## src/shared/conv_cfg_defs.vh

```
// constants for the converter configuration and alert control block
`ifndef CONV_CFG_DEFS_VH
`define CONV_CFG_DEFS_VH
`define PTR_RESULT 3'h0
`define PTR_ALERT_STATUS 3'h1
`define PTR_CONFIG 3'h2
`define PTR_LOWER_LIMIT 3'h3
`define PTR_UPPER_LIMIT 3'h4
`define PTR_HYSTERESIS 3'h5
`define CFG_RESET 8'h00
`define CFG_INTERVAL_HI 7
`define CFG_INTERVAL_LO 5
`define CFG_HOLD_BIT 4
`define CFG_FLAG_EN_BIT 3
`define CFG_PIN_EN_BIT 2
`define CFG_POLARITY_BIT 0
`define CFG_WRITE_MASK 8'hfd
`define UPPER_LIMIT_RESET 8'hff
`define LOWER_LIMIT_RESET 8'h00
`define HYST_RESET 8'h00
`define INTERVAL_BASE_SHIFT 6'h05
`define CONV_CYCLES_DEFAULT 32'h00000064
`define RESULT_RESET 8'h00
`define FIELD_HI 11
`define FIELD_LO 4
`define STATUS_OVER_BIT 1
`define STATUS_UNDER_BIT 0
`endif

```

## src/logic/conv_cfg_alert.v

```verilog
// configuration register, auto-conversion timer and alert control
// Contract
// interval code zero disables automatic conversion
// nonzero interval code starts automatic conversion
// spacing is conversion time times 32..2048
// unlatched alerts self-clear past hysteresis
// latched alerts clear only by writing one
// pin enable zero floats the alert pin
// result bit 15 mirrors alerts when enabled
// over-range sets above upper, clears below upper-hyst
// under-range sets below lower, clears above lower+hyst
// config bit 0 selects alert pin level
`timescale 1ns/1ps
`include "conv_cfg_defs.vh"
// =====================================================
// one alert flag: set wins, cleared by software or hysteresis
module range_flag #(
  parameter [0:0] RESET_VAL = 1'b0
) (
  input wire sys_clk,
  input wire nrst,
  input wire set_evt,
  input wire self_clr,
  input wire sw_clr,
  output wire flag
);
reg flag_r;
reg flag_nxt;
// =====================================================
// next state
always @* begin
  flag_nxt = flag_r;
  if (set_evt) begin
    flag_nxt = 1'b1;
  end else if (sw_clr) begin
    flag_nxt = 1'b0;
  end else if (self_clr) begin
    flag_nxt = 1'b0;
  end
end
// =====================================================
// flag register
always @(posedge sys_clk or negedge nrst) begin
  if (!nrst) begin
    flag_r <= RESET_VAL;
  end else begin
    flag_r <= flag_nxt;
  end
end
assign flag = flag_r;
endmodule
// =====================================================
// automatic conversion interval timer
module interval_timer #(
  parameter CONV_CYCLES = `CONV_CYCLES_DEFAULT,
  parameter CNT_W = 32
) (
  input wire sys_clk,
  input wire nrst,
  input wire [2:0] interval,
  output wire run,
  output wire start
);
localparam [CNT_W-1:0] CNT_ZERO = {CNT_W{1'b0}};
localparam [CNT_W-1:0] CNT_ONE = {{(CNT_W-1){1'b0}}, 1'b1};
localparam [CNT_W-1:0] BASE = CONV_CYCLES;
reg [CNT_W-1:0] tick_r;
reg [CNT_W-1:0] tick_nxt;
wire [5:0] shift_amt;
wire [CNT_W-1:0] period;
wire [CNT_W-1:0] last_tick;
// =====================================================
// mode decode
assign run = (interval != 3'h0);
// =====================================================
// interval length: base shift 5 gives times 32 for code 1
assign shift_amt = `INTERVAL_BASE_SHIFT + {3'h0, interval} - 6'h01;
assign period = BASE << shift_amt;
assign last_tick = period - CNT_ONE;
// =====================================================
// tick counter, held at zero while idle
always @* begin
  tick_nxt = tick_r + CNT_ONE;
  if (!run || tick_r >= last_tick) begin
    tick_nxt = CNT_ZERO;
  end
end
always @(posedge sys_clk or negedge nrst) begin
  if (!nrst) begin
    tick_r <= CNT_ZERO;
  end else begin
    tick_r <= tick_nxt;
  end
end
// first start comes in the same cycle the mode is entered
assign start = run && (tick_r == CNT_ZERO);
endmodule
// =====================================================
// configuration register and alert control
module conv_cfg_alert #(
  parameter CONV_CYCLES = 100
) (
  input wire sys_clk,
  input wire nrst,
  input wire [2:0] reg_ptr,
  input wire reg_wr,
  input wire [15:0] reg_wdata,
  output reg [15:0] reg_rdata,
  input wire conv_done,
  input wire [7:0] conv_value,
  output wire conv_start,
  output wire auto_mode,
  output wire alert_out,
  output wire alert_oe
);
// =====================================================
// registers
reg [7:0] cfg_r;
reg [7:0] cfg_nxt;
reg [7:0] upper_r;
reg [7:0] upper_nxt;
reg [7:0] lower_r;
reg [7:0] lower_nxt;
reg [7:0] hyst_r;
reg [7:0] hyst_nxt;
reg [7:0] result_r;
reg [7:0] result_nxt;
wire [2:0] interval;
wire hold;
wire flag_en;
wire [7:0] wr_field;
wire [7:0] wr_cfg;
wire cfg_wr;
wire lower_wr;
wire upper_wr;
wire hyst_wr;
wire st_wr;
wire over_r;
wire under_r;
wire any_alert;
assign interval = cfg_r[`CFG_INTERVAL_HI:`CFG_INTERVAL_LO];
assign hold = cfg_r[`CFG_HOLD_BIT];
assign flag_en = cfg_r[`CFG_FLAG_EN_BIT];
// =====================================================
// write decode
assign wr_field = reg_wdata[`FIELD_HI:`FIELD_LO];
// reserved bit 1 always reads zero
assign wr_cfg = reg_wdata[7:0] & `CFG_WRITE_MASK;
assign cfg_wr = reg_wr && (reg_ptr == `PTR_CONFIG);
assign lower_wr = reg_wr && (reg_ptr == `PTR_LOWER_LIMIT);
assign upper_wr = reg_wr && (reg_ptr == `PTR_UPPER_LIMIT);
assign hyst_wr = reg_wr && (reg_ptr == `PTR_HYSTERESIS);
assign st_wr = reg_wr && (reg_ptr == `PTR_ALERT_STATUS);
// =====================================================
// register next values
always @* begin
  cfg_nxt = cfg_r;
  upper_nxt = upper_r;
  lower_nxt = lower_r;
  hyst_nxt = hyst_r;
  result_nxt = result_r;
  if (cfg_wr) begin
    cfg_nxt = wr_cfg;
  end
  if (lower_wr) begin
    lower_nxt = wr_field;
  end
  if (upper_wr) begin
    upper_nxt = wr_field;
  end
  if (hyst_wr) begin
    hyst_nxt = wr_field;
  end
  if (conv_done) begin
    result_nxt = conv_value;
  end
end
always @(posedge sys_clk or negedge nrst) begin
  if (!nrst) begin
    cfg_r <= `CFG_RESET;
    upper_r <= `UPPER_LIMIT_RESET;
    lower_r <= `LOWER_LIMIT_RESET;
    hyst_r <= `HYST_RESET;
    result_r <= `RESULT_RESET;
  end else begin
    cfg_r <= cfg_nxt;
    upper_r <= upper_nxt;
    lower_r <= lower_nxt;
    hyst_r <= hyst_nxt;
    result_r <= result_nxt;
  end
end
// =====================================================
// automatic conversion timer
interval_timer #(
  .CONV_CYCLES(CONV_CYCLES),
  .CNT_W(32)
) timer_u (
  .sys_clk(sys_clk),
  .nrst(nrst),
  .interval(interval),
  .run(auto_mode),
  .start(conv_start)
);
// =====================================================
// limit comparison
wire [8:0] up_clear;
wire [8:0] lo_clear;
wire over_set;
wire under_set;
wire over_self;
wire under_self;
wire over_sw;
wire under_sw;
assign up_clear = {1'b0, upper_r} - {1'b0, hyst_r};
assign lo_clear = {1'b0, lower_r} + {1'b0, hyst_r};
assign over_set = conv_done && (conv_value > upper_r);
assign under_set = conv_done && (conv_value < lower_r);
// no self-clear when hysteresis exceeds the upper limit
assign over_self = conv_done && !hold && !up_clear[8] &&
  ({1'b0, conv_value} < up_clear);
assign under_self = conv_done && !hold &&
  ({1'b0, conv_value} > lo_clear);
assign over_sw = st_wr && reg_wdata[`STATUS_OVER_BIT];
assign under_sw = st_wr && reg_wdata[`STATUS_UNDER_BIT];
// =====================================================
// alert flags
range_flag #(
  .RESET_VAL(1'b0)
) over_u (
  .sys_clk(sys_clk),
  .nrst(nrst),
  .set_evt(over_set),
  .self_clr(over_self),
  .sw_clr(over_sw),
  .flag(over_r)
);
range_flag #(
  .RESET_VAL(1'b0)
) under_u (
  .sys_clk(sys_clk),
  .nrst(nrst),
  .set_evt(under_set),
  .self_clr(under_self),
  .sw_clr(under_sw),
  .flag(under_r)
);
// =====================================================
// read data and alert pin
assign any_alert = over_r | under_r;
always @* begin
  case (reg_ptr)
    `PTR_RESULT: reg_rdata = {flag_en & any_alert, 3'h0,
      result_r, 4'h0};
    `PTR_ALERT_STATUS: reg_rdata = {14'h0, over_r, under_r};
    `PTR_CONFIG: reg_rdata = {8'h00, cfg_r};
    `PTR_LOWER_LIMIT: reg_rdata = {4'h0, lower_r, 4'h0};
    `PTR_UPPER_LIMIT: reg_rdata = {4'h0, upper_r, 4'h0};
    `PTR_HYSTERESIS: reg_rdata = {4'h0, hyst_r, 4'h0};
    default: reg_rdata = 16'h0000;
  endcase
end
assign alert_oe = cfg_r[`CFG_PIN_EN_BIT];
assign alert_out = any_alert ~^ cfg_r[`CFG_POLARITY_BIT];
endmodule

```

## config.mk

```make
export PLATFORM = sky130hd
export DESIGN_NAME = conv_cfg_alert
export DESIGN_NICKNAME = d
export VERILOG_FILES = /design/src/logic/conv_cfg_alert.v
export VERILOG_INCLUDE_DIRS = /design/src /design/src/shared
export SDC_FILE = /design/constraint.sdc
export NUM_CORES = 1
export LEC_CHECK = 0
export ABC_AREA = 0
export BUFFER_PORTS_ARGS = -buffer_cell sky130_fd_sc_hd__buf_2
export CAP_MARGIN = 20
export CELL_PAD_IN_SITES_DETAIL_PLACEMENT = 1
export CELL_PAD_IN_SITES_GLOBAL_PLACEMENT = 2
export CORE_ASPECT_RATIO = 1.75
export CORE_MARGIN = 5
export CORE_UTILIZATION = 41
export DETAILED_ROUTE_END_ITERATION = 10
export PLACE_DENSITY_LB_ADDON = 0.1
export SLEW_MARGIN = 20
export SYNTH_ARGS = -nofsm -noshare
export SYNTH_HDL_FRONTEND = slang
export SYNTH_SLANG_ARGS = --single-unit
```

## constraint.sdc

```tcl
create_clock -name sys_clk -period 14.25 [get_ports sys_clk]
set_clock_uncertainty 0.2 [all_clocks]
set_input_delay 3.5625 -clock sys_clk [delete_from_list [all_inputs] [get_ports sys_clk]]
set_output_delay 3.5625 -clock sys_clk [all_outputs]
set_load 0.01 [all_outputs]
```

==> results.md <==
- The number of different library cells used by synthesis comes to 70.
- Setup violations remaining at the end of the flow were counted as 0.
- The worst min-delay path category is reg -> reg.
- Data arrives at the worst endpoint at 5310 ps.
- The routability congestion estimate from global placement is 0.837.
- The number of flops mapped to enable cells by yosys is 0.
- The number of levels in the clock H-tree is 3.
- The run finished with clean final reports.
- After clock tree synthesis, the setup repair step added 0 buffers.
- The final layout contains routed wiring with a total length of 19,700 um.
- Data on the critical path is required at its endpoint by 10,490 ps.
- The die outline area is 18,300 um2.
- In this run, post-CTS hold repair placed 0 buffers.
- In the final design database the tool counted 869 nets.
- For this design, the sink count on the clock tree is 73.
- The internal power contribution is 0.569 mW.
- The final critical delay including setup and external delays is 9070 ps.
- The logic gate share of total power is 0.506.
- Buffers inserted during clock tree synthesis total 9.
- The worst-case IR drop observed on VDD is 0.0763 mV.
- The clock passes through at most 2 buffers.
- Timing would allow up to 110 MHz.
- The layout filler cell count is 1,836.
- The maximum number of pins on one net before global-route repair is 74.
- The sequential element share of the synthesized area is 0.288.
- The synthesized netlist cell count is 722.
- The horizontal extent of the die is 104 um.
- The worst path setup slack after routing is 5180 ps.
- In this run the power spent charging and discharging nets is 0.437 mW.
- The DRC marker count from the first detailed-route iteration is 157.
- The post-synthesis async set-or-reset flop share is 1.00.
- The starting utilization of the core area is 0.417.
- The later pin in the worst-skew pair is clocked with a latency of 340 ps.
- The die height is 175 um.
- The share of total power dissipated in sequential elements is 0.279.
- The layout-stage area growth over the synthesis result is 9.54%.
- Of the total power, the share spent switching nets is 0.434.
- The number of placement rows is 60.
- The element type at the critical path end is a primary output.
- The first global-routing pass estimated 32,500 um of wire.
- The worst setup path is launched from an input port.
- In the global route stage, overall resource usage came out at 0.221.
- The number of detailed-routing iterations run before antenna repair is 4.
- The number of port buffers is 43.
- The flip-flop and latch count after synthesis is 73.
- The analysis attributes to cell leakage a power of 3.34 nW.
- The synthesized area divided by synthesized cell count is 8.85 um2.
- The cell area after technology mapping is 6390 um2.
- For this design the ratio of total power to cell area is 144 nW/um2.
- The number of antenna violations at the first check in global routing is 0.
- For the pin with the worst max-slew slack, the measured transition is 966 ps.
- The worst setup path category is in -> out.
- Using the TritonRoute via totals, the vias-per-cell ratio works out to 5.84.
- The prevailing post-synth register cell is sky130_fd_sc_hd__dfrtp_1.
- The number of global-route vias before repair is 6,198.
- The top fanout value on the critical path is 16.
- The Yosys step of the flow raised 0 warnings.
- The post-route core utilization is 0.457.
- The detail-routed net length per standard cell is 20.9 um.
- The post-route antenna net violation count is 0.
- The antenna cell count is 0.
- TritonCTS built the clock tree.
- The number of endpoints with negative hold slack in the final report was 0.
- For the final routed database, the setup TNS stands at 0 ps.
- The leftover overflow at the end of global routing is 0.
- The post-route fraction of the period consumed by the critical path is 0.637.
- The clock input transition at the sequential cells of the worst setup and hold paths is 60 ps.
- CTS placed an instance of sky130_fd_sc_hd__clkbuf_16 at the clock tree root.
- For this design the top-level I/O count stands at 51.
- The pre-CTS setup slack is 5220 ps.
- The number of gates resized after CTS was 0.
- Summing over every cut layer, the via total after detailed routing is 5,507.
- Of the total power, the clock network draws 0.215.
- The max-capacitance violation count is 0.
- The worst slew slack as a fraction of its limit is 0.356.
- The number of max-slew violations in the final report is 0.
- The fraction of layout instances using a drive strength above 1 is 0.143.
- The region available for standard cell placement spans 15,300 um2.
- Setup repair after global routing left no endpoint under its margin.
- The final routed DRC violation total is 0.
- The half-perimeter wire length after detailed placement is 15,600 um.
metrics by stage:
step | hold slack, ps | std cells | power, mW | area, um2
detailed placement | 283 | 927 | 0.797 | 6720
CTS | 291 | 943 | 1.02 | 7000
finish | 291 | 943 | 1.01 | 7000
floorplan | 255 | 724 | 0.643 | 6390
global placement | 270 | 927 | 0.770 | 6720
global route | 322 | 943 | 1.09 | 7000
critical path: stages:
cell	delay, ps
sky130_fd_sc_hd__buf_2	290
sky130_fd_sc_hd__nor2b_1	600
sky130_fd_sc_hd__and2_0	430
sky130_fd_sc_hd__nand2_1	100
sky130_fd_sc_hd__o21ai_0	130
sky130_fd_sc_hd__buf_2	200
layout make-up:
type	instances	area, um2	share of cell area
inverter	41	154	0.0220
timing repair buffer	46	240	0.0343
clock buffer	10	229	0.0327
clock inverter	6	43.8	0.00626
sequential	73	1840	0.263
tap	186	233	0.0333
multi-input combinational	581	4260	0.609
placed cells by master (no fill, tap or decap), types with 5 or more instances in the layout:
cell	synthesis	routed
sky130_fd_sc_hd__o211ai_1	6	6
sky130_fd_sc_hd__dfstp_2	8	8
sky130_fd_sc_hd__clkbuf_16	0	9
sky130_fd_sc_hd__dfrtp_1	65	65
sky130_fd_sc_hd__a21oi_1	37	37
sky130_fd_sc_hd__a22oi_1	9	9
sky130_fd_sc_hd__mux2_2	29	29
sky130_fd_sc_hd__o21ai_0	39	39
sky130_fd_sc_hd__nand4_1	13	13
sky130_fd_sc_hd__nor4_1	9	9
sky130_fd_sc_hd__ha_1	84	84
sky130_fd_sc_hd__nand2b_1	12	12
sky130_fd_sc_hd__a31oi_1	8	8
sky130_fd_sc_hd__buf_2	4	42
sky130_fd_sc_hd__nor2_1	66	66
sky130_fd_sc_hd__nor2b_1	15	15
sky130_fd_sc_hd__a21o_1	16	16
sky130_fd_sc_hd__mux2i_1	7	7
sky130_fd_sc_hd__xor2_1	35	35
sky130_fd_sc_hd__and3_1	12	12
sky130_fd_sc_hd__xnor2_1	19	19
sky130_fd_sc_hd__inv_1	40	40
sky130_fd_sc_hd__nand2_1	57	57
sky130_fd_sc_hd__a211oi_1	7	7
sky130_fd_sc_hd__nand3_1	22	22
sky130_fd_sc_hd__o21a_1	9	9
sky130_fd_sc_hd__nor3_1	5	5
metal layers:
layer / global-route usage / part of all wire / vias to the layer above
met5: 0 / 0 / -
li1: - / - / 2650
met2: 0.453 / 0.59 / 89
met4: 0.0962 / 0.038 / 0
met3: 0.0248 / 0.019 / 38
met1: 0.212 / 0.36 / 2730
state kept, by name, summed over array words and instances, names as in the netlist:
| name | count |
|---|---|
| under_u.flag | 1 |
| upper_r | 8 |
| lower_r | 8 |
| over_u.flag | 1 |
| hyst_r | 8 |
| timer_u.tick_r | 32 |
| result_r | 8 |
| cfg_r | 7 |
final timing paths:
| check | startpoint | endpoint | slack, ps | depth (start not counted) |
|---|---|---|---|---|
| worst max-delay path | reg_ptr[1] | reg_rdata[11] | 5180 | 6 |
| worst min-delay path | timer_u.tick_r[0] | timer_u.tick_r[0] | 290 | 1 |
| worst max register to register | cfg_r[6] | timer_u.tick_r[13] | 8170 | 19 |
| worst min register to register | timer_u.tick_r[0] | timer_u.tick_r[0] | 290 | 1 |
| max in group asynchronous | nrst | cfg_r[7] | 10050 | 1 |
| min in group asynchronous | nrst | timer_u.tick_r[15] | 3180 | 1 |
logic make-up after synthesis:
family          count (synthesis)  synth area share
compound gates                163             0.166
xor+xnor                       54            0.0741
fa+ha+maj                      86             0.171
buf+inv                        70            0.0472
flops                          73             0.288
mux                            36            0.0621
other cells                     1          0.000587
simple gates                  239             0.191
synth_stat cells (5+ instances only):
cell type	count	area, um2
sky130_fd_sc_hd__a21oi_1	37	185
sky130_fd_sc_hd__o211ai_1	6	45.0
sky130_fd_sc_hd__inv_1	40	150
sky130_fd_sc_hd__nor4_1	9	56.3
sky130_fd_sc_hd__and3_1	12	75.1
sky130_fd_sc_hd__nand2b_1	12	75.1
sky130_fd_sc_hd__nor2b_1	15	93.8
sky130_fd_sc_hd__dfrtp_1	65	1630
sky130_fd_sc_hd__a21o_1	16	120
sky130_fd_sc_hd__nand4_1	13	81.3
sky130_fd_sc_hd__nand3_1	22	110
sky130_fd_sc_hd__a22oi_1	9	67.6
sky130_fd_sc_hd__nor3_1	5	25.0
sky130_fd_sc_hd__ha_1	84	1050
sky130_fd_sc_hd__mux2_2	29	327
sky130_fd_sc_hd__o21a_1	9	67.6
sky130_fd_sc_hd__a211oi_1	7	52.6
sky130_fd_sc_hd__clkbuf_1	17	63.8
sky130_fd_sc_hd__nor2_1	66	248
sky130_fd_sc_hd__buf_4	5	37.5
sky130_fd_sc_hd__mux2i_1	7	70.1
sky130_fd_sc_hd__nand2_1	57	214
sky130_fd_sc_hd__xnor2_1	19	166
sky130_fd_sc_hd__a31oi_1	8	50.1
sky130_fd_sc_hd__xor2_1	35	307
sky130_fd_sc_hd__dfstp_2	8	210
sky130_fd_sc_hd__o21ai_0	39	195
power by group through the flow:
stage          clock, mW  sequential [mW]  combinational [mW]
5_1_grt            0.234            0.286               0.574
4_1_cts            0.224            0.281               0.516
3_3_place_gp           0            0.282               0.487
6_report           0.216            0.281               0.509
2_1_floorplan          0            0.266               0.377
3_5_place_dp           0            0.285               0.512
No activity file was read; power rests on OpenSTA's default activity.
